--- src/logic/flash_regs_pkg.sv ---
// constants, field layouts and bus carriers for the flash clock/security bank
package flash_regs_pkg;

  localparam int unsigned ADDR_W   = 8;
  localparam int unsigned DATA_W   = 32;
  localparam int unsigned BYTE_W   = 8;
  localparam int unsigned IDX_W    = 4;
  localparam int unsigned IDX_LSB  = 2;
  localparam int unsigned NUM_REGS = 16;

  // register indices; byte address is four times the index
  localparam logic [IDX_W-1:0] IDX_CLKDIV   = 4'h0;
  localparam logic [IDX_W-1:0] IDX_SECURITY = 4'h1;
  localparam logic [IDX_W-1:0] IDX_RSVD_A   = 4'h2;
  localparam logic [IDX_W-1:0] IDX_CONFIG   = 4'h3;
  localparam logic [IDX_W-1:0] IDX_PROTECT  = 4'h4;
  localparam logic [IDX_W-1:0] IDX_STATUS   = 4'h5;
  localparam logic [IDX_W-1:0] IDX_COMMAND  = 4'h6;
  localparam logic [IDX_W-1:0] IDX_RSVD_B   = 4'h7;
  localparam logic [IDX_W-1:0] IDX_T_ADDR_H = 4'h8;
  localparam logic [IDX_W-1:0] IDX_T_ADDR_L = 4'h9;
  localparam logic [IDX_W-1:0] IDX_T_DATA_H = 4'hA;
  localparam logic [IDX_W-1:0] IDX_T_DATA_L = 4'hB;
  localparam logic [IDX_W-1:0] IDX_RSVD_C   = 4'hC;
  localparam logic [IDX_W-1:0] IDX_RSVD_D   = 4'hD;

  localparam int unsigned DIVIDE_W     = 6;
  localparam int unsigned PRESCALE_W   = 3;
  localparam logic [PRESCALE_W-1:0] PRESCALE_LAST = 3'h7;

  localparam int unsigned CFG_BUF_EMPTY_BIT = 7;
  localparam int unsigned CFG_COMPLETE_BIT  = 6;
  localparam int unsigned CFG_KEY_ACCESS_BIT_BIT    = 5;

  localparam logic [1:0] KEYEN_ENABLED  = 2'h2;
  localparam logic [1:0] SEC_UNSECURED  = 2'h2;

  localparam logic [BYTE_W-1:0] CLKDIV_RESET   = 8'h00;
  localparam logic [BYTE_W-1:0] SECURITY_RESET = 8'h41;
  localparam logic [BYTE_W-1:0] ZERO_BYTE      = 8'h00;

  localparam logic [1:0] RESP_OKAY   = 2'h0;
  localparam logic [1:0] RESP_SLVERR = 2'h2;

  typedef struct packed {
    logic              loaded;
    logic              prescale_by_eight;
    logic [DIVIDE_W-1:0] divide_value;
  } clkdiv_t;

  typedef struct packed {
    logic [1:0] backdoor_enable_field;
    logic [3:0] user_nv_flags;
    logic [1:0] security_field;
  } security_t;

  typedef struct packed {
    logic              awvalid;
    logic [ADDR_W-1:0] awaddr;
    logic              wvalid;
    logic [DATA_W-1:0] wdata;
    logic [3:0]        wstrb;
    logic              bready;
    logic              arvalid;
    logic [ADDR_W-1:0] araddr;
    logic              rready;
  } axi_req_t;

  typedef struct packed {
    logic              awready;
    logic              wready;
    logic              bvalid;
    logic [1:0]        bresp;
    logic              arready;
    logic              rvalid;
    logic [DATA_W-1:0] rdata;
    logic [1:0]        rresp;
  } axi_rsp_t;

  typedef enum logic {LOAD_PENDING, LOAD_DONE} load_state_t;

endpackage

--- src/logic/flash_clock_security_regs.sv ---
// flash clock divider, security and configuration register bank on AXI4-Lite
`timescale 1ns/1ps
module flash_clock_security_regs
  import flash_regs_pkg::*;
(
  input  wire logic        clk,
  input  wire logic        rst_b,
  input  wire axi_req_t    axi_req,
  output axi_rsp_t         axi_rsp,
  input  wire logic        osc_tick,
  input  wire logic [7:0]  config_security_byte,
  input  wire logic        backdoor_unlock,
  output logic             timing_tick,
  output security_t        security_state,
  output logic             backdoor_enabled,
  output logic             unsecured,
  output logic             buffer_empty_irq_en,
  output logic             complete_irq_en,
  output logic             key_access_bit
);

  axi_rsp_t          rsp_q;
  logic              aw_held_q;
  logic              w_held_q;
  logic [ADDR_W-1:0] awaddr_q;
  logic [BYTE_W-1:0] wbyte_q;
  logic              wlane_q;
  clkdiv_t           clkdiv_q;
  security_t         security_q;
  load_state_t       load_state_q;
  logic              buf_irq_q;
  logic              cmp_irq_q;
  logic              key_access_bit_q;
  logic [PRESCALE_W-1:0] pre_cnt_q;
  logic [DIVIDE_W-1:0]   div_cnt_q;
  logic              tick_q;
  logic              bken_q;
  logic              unsec_q;
  logic [IDX_W-1:0]  rd_idx_q;

  // write channel handshakes
  logic              aw_take;
  logic              w_take;
  logic              wr_fire;
  logic              aw_held_d;
  logic              w_held_d;
  logic [IDX_W-1:0]  wr_idx;
  logic              wr_mapped;
  logic              wr_en;
  logic              wr_clkdiv;
  logic              wr_config;
  logic              wr_security;

  assign aw_take   = axi_req.awvalid & rsp_q.awready;
  assign w_take    = axi_req.wvalid & rsp_q.wready;
  assign wr_fire   = aw_held_q & w_held_q & ~rsp_q.bvalid;
  assign aw_held_d = (aw_held_q & ~wr_fire) | aw_take;
  assign w_held_d  = (w_held_q & ~wr_fire) | w_take;
  assign wr_idx    = awaddr_q[IDX_LSB +: IDX_W];
  assign wr_mapped = (awaddr_q[ADDR_W-1:IDX_LSB+IDX_W] == '0);
  assign wr_en     = wr_fire & wr_mapped & wlane_q;
  assign wr_clkdiv   = wr_en & (wr_idx == IDX_CLKDIV);
  assign wr_config   = wr_en & (wr_idx == IDX_CONFIG);
  assign wr_security = wr_en & (wr_idx == IDX_SECURITY);

  // read channel handshakes
  logic              ar_take;
  logic              rvalid_d;
  logic [IDX_W-1:0]  rd_idx;
  logic              rd_mapped;
  logic [BYTE_W-1:0] rd_byte;
  logic [BYTE_W-1:0] reg_view [NUM_REGS];

  assign ar_take   = axi_req.arvalid & rsp_q.arready;
  assign rvalid_d  = ar_take | (rsp_q.rvalid & ~axi_req.rready);
  assign rd_idx    = axi_req.araddr[IDX_LSB +: IDX_W];
  assign rd_mapped = (axi_req.araddr[ADDR_W-1:IDX_LSB+IDX_W] == '0);
  assign rd_byte   = rd_mapped ? reg_view[rd_idx] : ZERO_BYTE;

  // reserved, test and out-of-scope registers read as zero
  always_comb begin
    for (int i = 0; i < NUM_REGS; i++) begin
      reg_view[i] = ZERO_BYTE;
    end
    reg_view[IDX_CLKDIV]   = clkdiv_q;
    reg_view[IDX_SECURITY] = security_q;
    reg_view[IDX_CONFIG]   = {buf_irq_q, cmp_irq_q, key_access_bit_q, 5'h00};
  end

  always_ff @(posedge clk) begin
    if (!rst_b) begin
      aw_held_q <= 1'b0;
      w_held_q  <= 1'b0;
      awaddr_q  <= '0;
      wbyte_q   <= ZERO_BYTE;
      wlane_q   <= 1'b0;
    end else begin
      aw_held_q <= aw_held_d;
      w_held_q  <= w_held_d;
      if (aw_take) begin
        awaddr_q <= axi_req.awaddr;
      end
      if (w_take) begin
        wbyte_q <= axi_req.wdata[BYTE_W-1:0];
        wlane_q <= axi_req.wstrb[0];
      end
    end
  end

  always_ff @(posedge clk) begin
    if (!rst_b) begin
      rsp_q    <= '0;
      rd_idx_q <= '0;
    end else begin
      rsp_q.awready <= ~aw_held_d;
      rsp_q.wready  <= ~w_held_d;
      rsp_q.bvalid  <= wr_fire | (rsp_q.bvalid & ~axi_req.bready);
      if (wr_fire) begin
        rsp_q.bresp <= wr_mapped ? RESP_OKAY : RESP_SLVERR;
      end
      rsp_q.arready <= ~rvalid_d;
      rsp_q.rvalid  <= rvalid_d;
      if (ar_take) begin
        rsp_q.rdata <= {{(DATA_W-BYTE_W){1'b0}}, rd_byte};
        rsp_q.rresp <= rd_mapped ? RESP_OKAY : RESP_SLVERR;
        rd_idx_q    <= rd_idx;
      end
    end
  end

  // divider setting is write once; loaded flag only ever set by hardware
  always_ff @(posedge clk) begin
    if (!rst_b) begin
      clkdiv_q <= CLKDIV_RESET;
    end else if (wr_clkdiv && !clkdiv_q.loaded) begin
      clkdiv_q.prescale_by_eight <= wbyte_q[DIVIDE_W];
      clkdiv_q.divide_value      <= wbyte_q[DIVIDE_W-1:0];
      clkdiv_q.loaded            <= 1'b1;
    end
  end

  // security byte captured on the first edge after reset release
  always_ff @(posedge clk) begin
    if (!rst_b) begin
      load_state_q <= LOAD_PENDING;
      security_q   <= SECURITY_RESET;
    end else begin
      case (load_state_q)
        LOAD_PENDING: begin
          security_q   <= config_security_byte;
          load_state_q <= LOAD_DONE;
        end
        LOAD_DONE: begin
          if (backdoor_unlock) begin
            security_q.security_field <= SEC_UNSECURED;
          end
        end
        default: begin
          load_state_q <= LOAD_PENDING;
        end
      endcase
    end
  end

  // decoded security status, held in flops for the outputs
  always_ff @(posedge clk) begin
    if (!rst_b) begin
      bken_q  <= 1'b0;
      unsec_q <= 1'b0;
    end else begin
      bken_q  <= (security_q.backdoor_enable_field == KEYEN_ENABLED);
      unsec_q <= (security_q.security_field == SEC_UNSECURED);
    end
  end

  always_ff @(posedge clk) begin
    if (!rst_b) begin
      buf_irq_q <= 1'b0;
      cmp_irq_q <= 1'b0;
      key_access_bit_q  <= 1'b0;
    end else if (wr_config) begin
      buf_irq_q <= wbyte_q[CFG_BUF_EMPTY_BIT];
      cmp_irq_q <= wbyte_q[CFG_COMPLETE_BIT];
      if (security_q.backdoor_enable_field == KEYEN_ENABLED) begin
        key_access_bit_q <= wbyte_q[CFG_KEY_ACCESS_BIT_BIT];
      end
    end
  end

  // timing tick: optional /8 then /(divide_value+1), max ratio 8*64
  logic pre_tick;
  logic div_wrap;

  assign pre_tick = clkdiv_q.prescale_by_eight ?
                    (osc_tick & (pre_cnt_q == PRESCALE_LAST)) :
                    osc_tick;
  assign div_wrap = (div_cnt_q == clkdiv_q.divide_value);

  always_ff @(posedge clk) begin
    if (!rst_b) begin
      pre_cnt_q <= '0;
      div_cnt_q <= '0;
      tick_q    <= 1'b0;
    end else begin
      tick_q <= 1'b0;
      if (clkdiv_q.loaded && osc_tick) begin
        pre_cnt_q <= pre_cnt_q + 1'b1;
      end
      if (clkdiv_q.loaded && pre_tick) begin
        if (div_wrap) begin
          div_cnt_q <= '0;
          tick_q    <= 1'b1;
        end else begin
          div_cnt_q <= div_cnt_q + 1'b1;
        end
      end
    end
  end

  assign axi_rsp             = rsp_q;
  assign timing_tick         = tick_q;
  assign security_state      = security_q;
  assign backdoor_enabled    = bken_q;
  assign unsecured           = unsec_q;
  assign buffer_empty_irq_en = buf_irq_q;
  assign complete_irq_en     = cmp_irq_q;
  assign key_access_bit      = key_access_bit_q;

  chk_loaded_sticky: assert property (
    @(posedge clk) disable iff (!rst_b)
    $past(clkdiv_q.loaded) |-> clkdiv_q.loaded)
    else $error("divider loaded flag dropped");

  chk_divider_once: assert property (
    @(posedge clk) disable iff (!rst_b)
    (wr_clkdiv && clkdiv_q.loaded) |=> $stable(clkdiv_q))
    else $error("divider changed by a second write");

  chk_divider_first: assert property (
    @(posedge clk) disable iff (!rst_b)
    (wr_clkdiv && !clkdiv_q.loaded) |=>
      (clkdiv_q.loaded &&
       clkdiv_q.divide_value == $past(wbyte_q[DIVIDE_W-1:0])))
    else $error("first divider write not taken");

  chk_security_load: assert property (
    @(posedge clk) disable iff (!rst_b)
    (load_state_q == LOAD_PENDING) |=>
      (security_q == $past(config_security_byte)) &&
      (load_state_q == LOAD_DONE))
    else $error("security byte not captured after reset");

  chk_security_ro: assert property (
    @(posedge clk) disable iff (!rst_b)
    (wr_security && load_state_q == LOAD_DONE && !backdoor_unlock)
      |=> $stable(security_q))
    else $error("security register changed by a write");

  chk_unlock_force: assert property (
    @(posedge clk) disable iff (!rst_b)
    (load_state_q == LOAD_DONE && backdoor_unlock) |=>
      (security_q.security_field == SEC_UNSECURED) ##1 unsec_q)
    else $error("backdoor unlock did not unsecure");

  chk_key_access_bit_gate: assert property (
    @(posedge clk) disable iff (!rst_b)
    (wr_config && security_q.backdoor_enable_field != KEYEN_ENABLED)
      |=> $stable(key_access_bit_q))
    else $error("key access written while backdoor disabled");

  chk_reserved_zero: assert property (
    @(posedge clk) disable iff (!rst_b)
    (rsp_q.rvalid && rd_idx_q == IDX_RSVD_A) |-> (rsp_q.rdata == '0))
    else $error("reserved register read nonzero");

  chk_divider_bound: assert property (
    @(posedge clk) disable iff (!rst_b)
    (clkdiv_q.loaded && pre_tick && div_wrap) |=>
      (tick_q && div_cnt_q == '0))
    else $error("divider wrap did not tick");

  chk_write_answer: assert property (
    @(posedge clk) disable iff (!rst_b)
    wr_fire |=> (rsp_q.bvalid && rsp_q.awready && rsp_q.wready))
    else $error("write response not given");

  chk_loaded_cause: assert property (
    @(posedge clk) disable iff (!rst_b)
    (!clkdiv_q.loaded && !wr_clkdiv) |=> !clkdiv_q.loaded)
    else $error("divider loaded flag set without a write");

  chk_tick_idle: assert property (
    @(posedge clk) disable iff (!rst_b)
    !clkdiv_q.loaded |=> !tick_q)
    else $error("timing tick before the divider was loaded");

  chk_count_range: assert property (
    @(posedge clk) disable iff (!rst_b)
    div_cnt_q <= clkdiv_q.divide_value)
    else $error("divider count passed the divide value");

  chk_prescale_step: assert property (
    @(posedge clk) disable iff (!rst_b)
    (clkdiv_q.loaded && osc_tick) |=>
      (pre_cnt_q == $past(pre_cnt_q) + 3'h1))
    else $error("prescale counter missed an oscillator tick");

  chk_upper_zero: assert property (
    @(posedge clk) disable iff (!rst_b)
    rsp_q.rvalid |-> (rsp_q.rdata[DATA_W-1:BYTE_W] == '0))
    else $error("read data above the byte lane not zero");

  chk_unmapped_read: assert property (
    @(posedge clk) disable iff (!rst_b)
    (ar_take && !rd_mapped) |=>
      (rsp_q.rresp == RESP_SLVERR && rsp_q.rdata == '0))
    else $error("read outside the bank not refused");

  chk_test_zero: assert property (
    @(posedge clk) disable iff (!rst_b)
    (rsp_q.rvalid && rd_idx_q >= IDX_T_ADDR_H) |-> (rsp_q.rdata == '0))
    else $error("factory test register read nonzero");

  chk_config_write: assert property (
    @(posedge clk) disable iff (!rst_b)
    wr_config |=>
      (buf_irq_q == $past(wbyte_q[CFG_BUF_EMPTY_BIT]) &&
       cmp_irq_q == $past(wbyte_q[CFG_COMPLETE_BIT])))
    else $error("interrupt enable bits not written");

  chk_key_access_bit_open: assert property (
    @(posedge clk) disable iff (!rst_b)
    (wr_config && security_q.backdoor_enable_field == KEYEN_ENABLED)
      |=> (key_access_bit_q == $past(wbyte_q[CFG_KEY_ACCESS_BIT_BIT])))
    else $error("key access not written while backdoor enabled");

  chk_enable_decode: assert property (
    @(posedge clk) disable iff (!rst_b)
    bken_q ==
      ($past(security_q.backdoor_enable_field) == KEYEN_ENABLED))
    else $error("backdoor enable decode wrong");

  chk_secure_decode: assert property (
    @(posedge clk) disable iff (!rst_b)
    unsec_q == ($past(security_q.security_field) == SEC_UNSECURED))
    else $error("security state decode wrong");

  chk_nv_kept: assert property (
    @(posedge clk) disable iff (!rst_b)
    (load_state_q == LOAD_DONE) |=> $stable(security_q.user_nv_flags))
    else $error("user flags changed after the load");

  chk_enable_kept: assert property (
    @(posedge clk) disable iff (!rst_b)
    (load_state_q == LOAD_DONE) |=>
      $stable(security_q.backdoor_enable_field))
    else $error("backdoor enable field changed after the load");

endmodule

--- config.mk ---
export PLATFORM = sky130hd
export DESIGN_NAME = flash_clock_security_regs
export DESIGN_NICKNAME = d
export VERILOG_FILES = /design/src/logic/flash_regs_pkg.sv /design/src/logic/flash_clock_security_regs.sv
export SDC_FILE = /design/constraint.sdc
export NUM_CORES = 1
export LEC_CHECK = 0
export BUFFER_PORTS_ARGS = -buffer_cell sky130_fd_sc_hd__buf_2
export CORE_ASPECT_RATIO = 1.5
export CORE_MARGIN = 5
export CORE_UTILIZATION = 25
export DETAILED_ROUTE_END_ITERATION = 8
export GPL_TIMING_DRIVEN = 0
export PLACE_DENSITY = 0.54
export SKIP_CTS_REPAIR_TIMING = 1
export SLEW_MARGIN = 5
export SYNTH_ARGS = -nofsm -noshare
export SYNTH_HDL_FRONTEND = slang
export SYNTH_SLANG_ARGS = --single-unit
--- constraint.sdc ---
create_clock -name clk -period 4.51 [get_ports clk]
set_input_delay 0.2255 -clock clk [delete_from_list [all_inputs] [get_ports clk]]
set_output_delay 0.2255 -clock clk [all_outputs]
set_load 0.01 [all_outputs]
==> summary.md <==
| Metric | Value |
|---|---|
| Synth Instances | 301 |
| Post-synth top area share | 46.97% |
| Area grow syn2layout | 34.68% |
| Setup slack, reg-to-reg | 2.82 ns |
| Detail-routed net length per standard cell | 12.46 µm |
| Beginning of the worst register-to-register path | pre_cnt_q[0] |
| Max stage delay on crit path | 0.52 ns |
| Clk slew on worst S/H paths | 0.05 ns |
| CTS Buf Count | 9 |
| Worst EP required | 4.76 ns |
| Slowest CP cell | or4_4 |
| Hold Crit Start | rst_b |
| Worst Reg-to-Reg Cells | 6 |
| Setup Skew | 0.006317 ns |
| Synth area leader | dfxtp_1 |
| Top cell family by delay on the critical path | simple AND/OR/NAND/NOR gates |
| Synth Cell Area | 2728 µm² |
| Fin util | 34.50% |
| Outcome | finished, final reports clean |
| CTS tree | yes |
| Fmax | 592.4 MHz |
| Post-route insts no fill | 551 |
| CTS root buffer | clkbuf_16 |
| VDD IR max | 0.1737 mV |
| Worst path arrival time | 1.94 ns |
| Mapped Avg Cell Area | 9.062 µm² |
| PD cells | 410.3 nW/µm² |
| Leak | 1.734 nW |
| Die height | 137.9 µm |
| Antenna violations before repair | 0 |
| H-tree depth | 3 |
| # IOs | 124 |
| Initial Utilization | 25.62% |
| Largest net degree at the start of global routing | 12 |
| Total number of vias | 2283 |
| Port bufs | 65 |
| Total core area | 10650 µm² |
| Die Area | 13140 µm² |
| Die width | 95.29 µm |
| Hold slack | 0.01701 ns |
| Max-slew headroom | 57.33% |
| Fin crit share | 37.43% |
| Worst Path Buf+Inv | 0 |
| Least-Margin Pin Slew | 0.6400 ns |
| R2R Path End | timing_tick |
| Sequential share of the synthesized area | 46.97% |
| Global route overflow | 0 |
| Final min period | 1.688 ns |
| Max-slew violations | 0 |
| Core Rows | 46 |
| Setup crit end kind | flip-flop |
| NumNets Final | 474 |
| # setup viols final | 0 |
| Initial DRC Count | 75 |
| Setup_tns | 0 ns |
| Routability Congestion | 0.7715 |
| Max-cap violations | 0 |
| Worst-Skew Late Latency | 0.33 ns |
| Hold endpoint | load_state_q |
| Synth area leaders | dfxtp_1 (47%), mux2i_1 (7.3%), buf_4 (7.2%) |
| YS warnings | 0 |
| Setup repair after global routing missed its margin | no |
| Layout cells sized above 1 | 28.50% |
| Hold Crit Depth | 1 |
| Antenna fix cells | 0 |
| WL final | 6.866 mm |
| GR Util All Layers | 10.39% |
| DRT Pass-1 Iters | 4 |
| Hold WC Path Type | in -> reg |
| Drt drc | 0 |
| Antenna-violating nets left | 0 |
| Synth Register Bits | 64 |
| First-pass GRT wire length | 10.45 mm |
| Vias/cell | 4.143 |
| Yosys cell types | 39 |
| Most frequent cells in the layout | buf_2 (66), dfxtp_1 (64), nor2_1 (38), nand2_1 (38) |
| Leading cell type in the layout, fill and taps excluded | buf_2 |
| Placed cells | 535 |
| Maximum clock path buffer count | 2 |
| Most frequent CP cell | ha_1 |
| Total power | 1.507 mW |
| CP max FO | 6 |
| CTS sink cnt | 64 |
| Vias in the first global route | 2217 |
| Critical-path cell list | ha_1 -> ha_1 -> nor2b_1 -> or2_4 -> or4_4 -> nor2_2 |
| DP HPWL | 5.470 mm |
| Hold Vio Cnt, Final | 0 |
| Setup CP Type | reg -> reg |
| Setup crit start kind | flip-flop |
==> how the worst max path moves through the flow <==
stage | startpoint | endpoint | slack [ns] | depth (start not counted)
after floorplan | pre_cnt_q[0] | timing_tick | 2.95 | 6
after CTS | pre_cnt_q[0] | timing_tick | 2.81 | 6
after global routing | pre_cnt_q[0] | div_cnt_q[3] | 2.72 | 6
final | pre_cnt_q[0] | timing_tick | 2.82 | 6
after detailed placement | rst_b | clkdiv_q[2] | 2.57 | 6
after global placement | rst_b | clkdiv_q[1] | 2.59 | 6
==> power breakdown <==
| part | internal [mW] | leakage (nW) | switching, mW | total [mW] |
|---|---|---|---|---|
| registers | 0.584 | 0.521 | 0.0133 | 0.597 |
| clock network | 0.554 | 0.170 | 0.239 | 0.794 |
| logic | 0.0536 | 1.04 | 0.0629 | 0.116 |
| total | 1.19 | 1.73 | 0.316 | 1.51 |
==> layer usage <==
metal / up-vias / global-route usage [%] / wire [µm]
met2: 67 / 18.19 / 3478
met5: - / 0 / 0
met1: 1026 / 10.69 / 2713
li1: 1171 / - / -
met4: 0 / 5.778 / 239
met3: 19 / 3.529 / 436
==> kinds of logic after synthesis <==
logic type,after synthesis,share of synthesized area (%)
AOI/OAI and AO/OA,42,10.09
buffers and inverters,42,9.403
DFF,64,46.97
other,1,0.1375
xor gates and xnor gates,12,3.854
muxes,23,8.578
and+or+nand+nor,114,19.59
adders and majority gates,3,1.376
==> cell type report <==
class	instances	area, µm²
Fill cell	1119	6974
Multi-Input combinational cell	220	1284
Clock buffer	11	242.7
Sequential cell	64	1281
Clock inverter	5	103.9
Tap cell	144	180.2
Timing Repair Buffer	65	325.3
Buffer	36	234.0
Inverter	6	22.52
==> stage by stage <==
stage          setup WS [ns]  instance area (µm²)
2_1_floorplan          2.949                 2821
3_3_place_gp           2.591                 3327
3_5_place_dp           2.567                 3327
4_1_cts                2.811                 3674
5_1_grt                2.717                 3674
6_report               2.822                 3674
==> synthesized netlist by cell type <==
library cell  instances
nand4_1               2
nor2b_1               1
nand3_1               9
clkbuf_1              9
buf_4                26
nand2_1              38
a2bb2oi_1             7
o41ai_4               1
nor2_1               38
o21ai_0               3
a21oi_1              25
or2_4                 1
a21boi_0              1
nor3_1                4
or4_4                 1
nor3b_1               1
nand4_2               1
xor2_1                3
and3_1                1
and2_1                5
a22oi_1               3
buf_2                 1
nand2b_1              4
and3b_1               1
ha_1                  3
nand3b_1              1
o221ai_1              1
conb_1                1
or3_1                 1
xnor2_1               9
mux2i_1              20
nor4_1                2
nor2_2                1
mux2_2                3
dfxtp_1              64
a211oi_1              1
nand2_4               1
nor4bb_1              1
inv_1                 6
==> registers in the layout (all words and copies together), names as in the netlist <==
register	cells
aw_held_q	1
awaddr_q	6
axi_rsp	15
backdoor_enabled	1
buffer_empty_irq_en	1
clkdiv_q	8
complete_irq_en	1
div_cnt_q	6
key_access_bit	1
load_state_q	1
pre_cnt_q	3
security_state	8
timing_tick	1
unsecured	1
w_held_q	1
wbyte_q	8
wlane_q	1
Note: power is estimated with default switching activity, not from simulation.
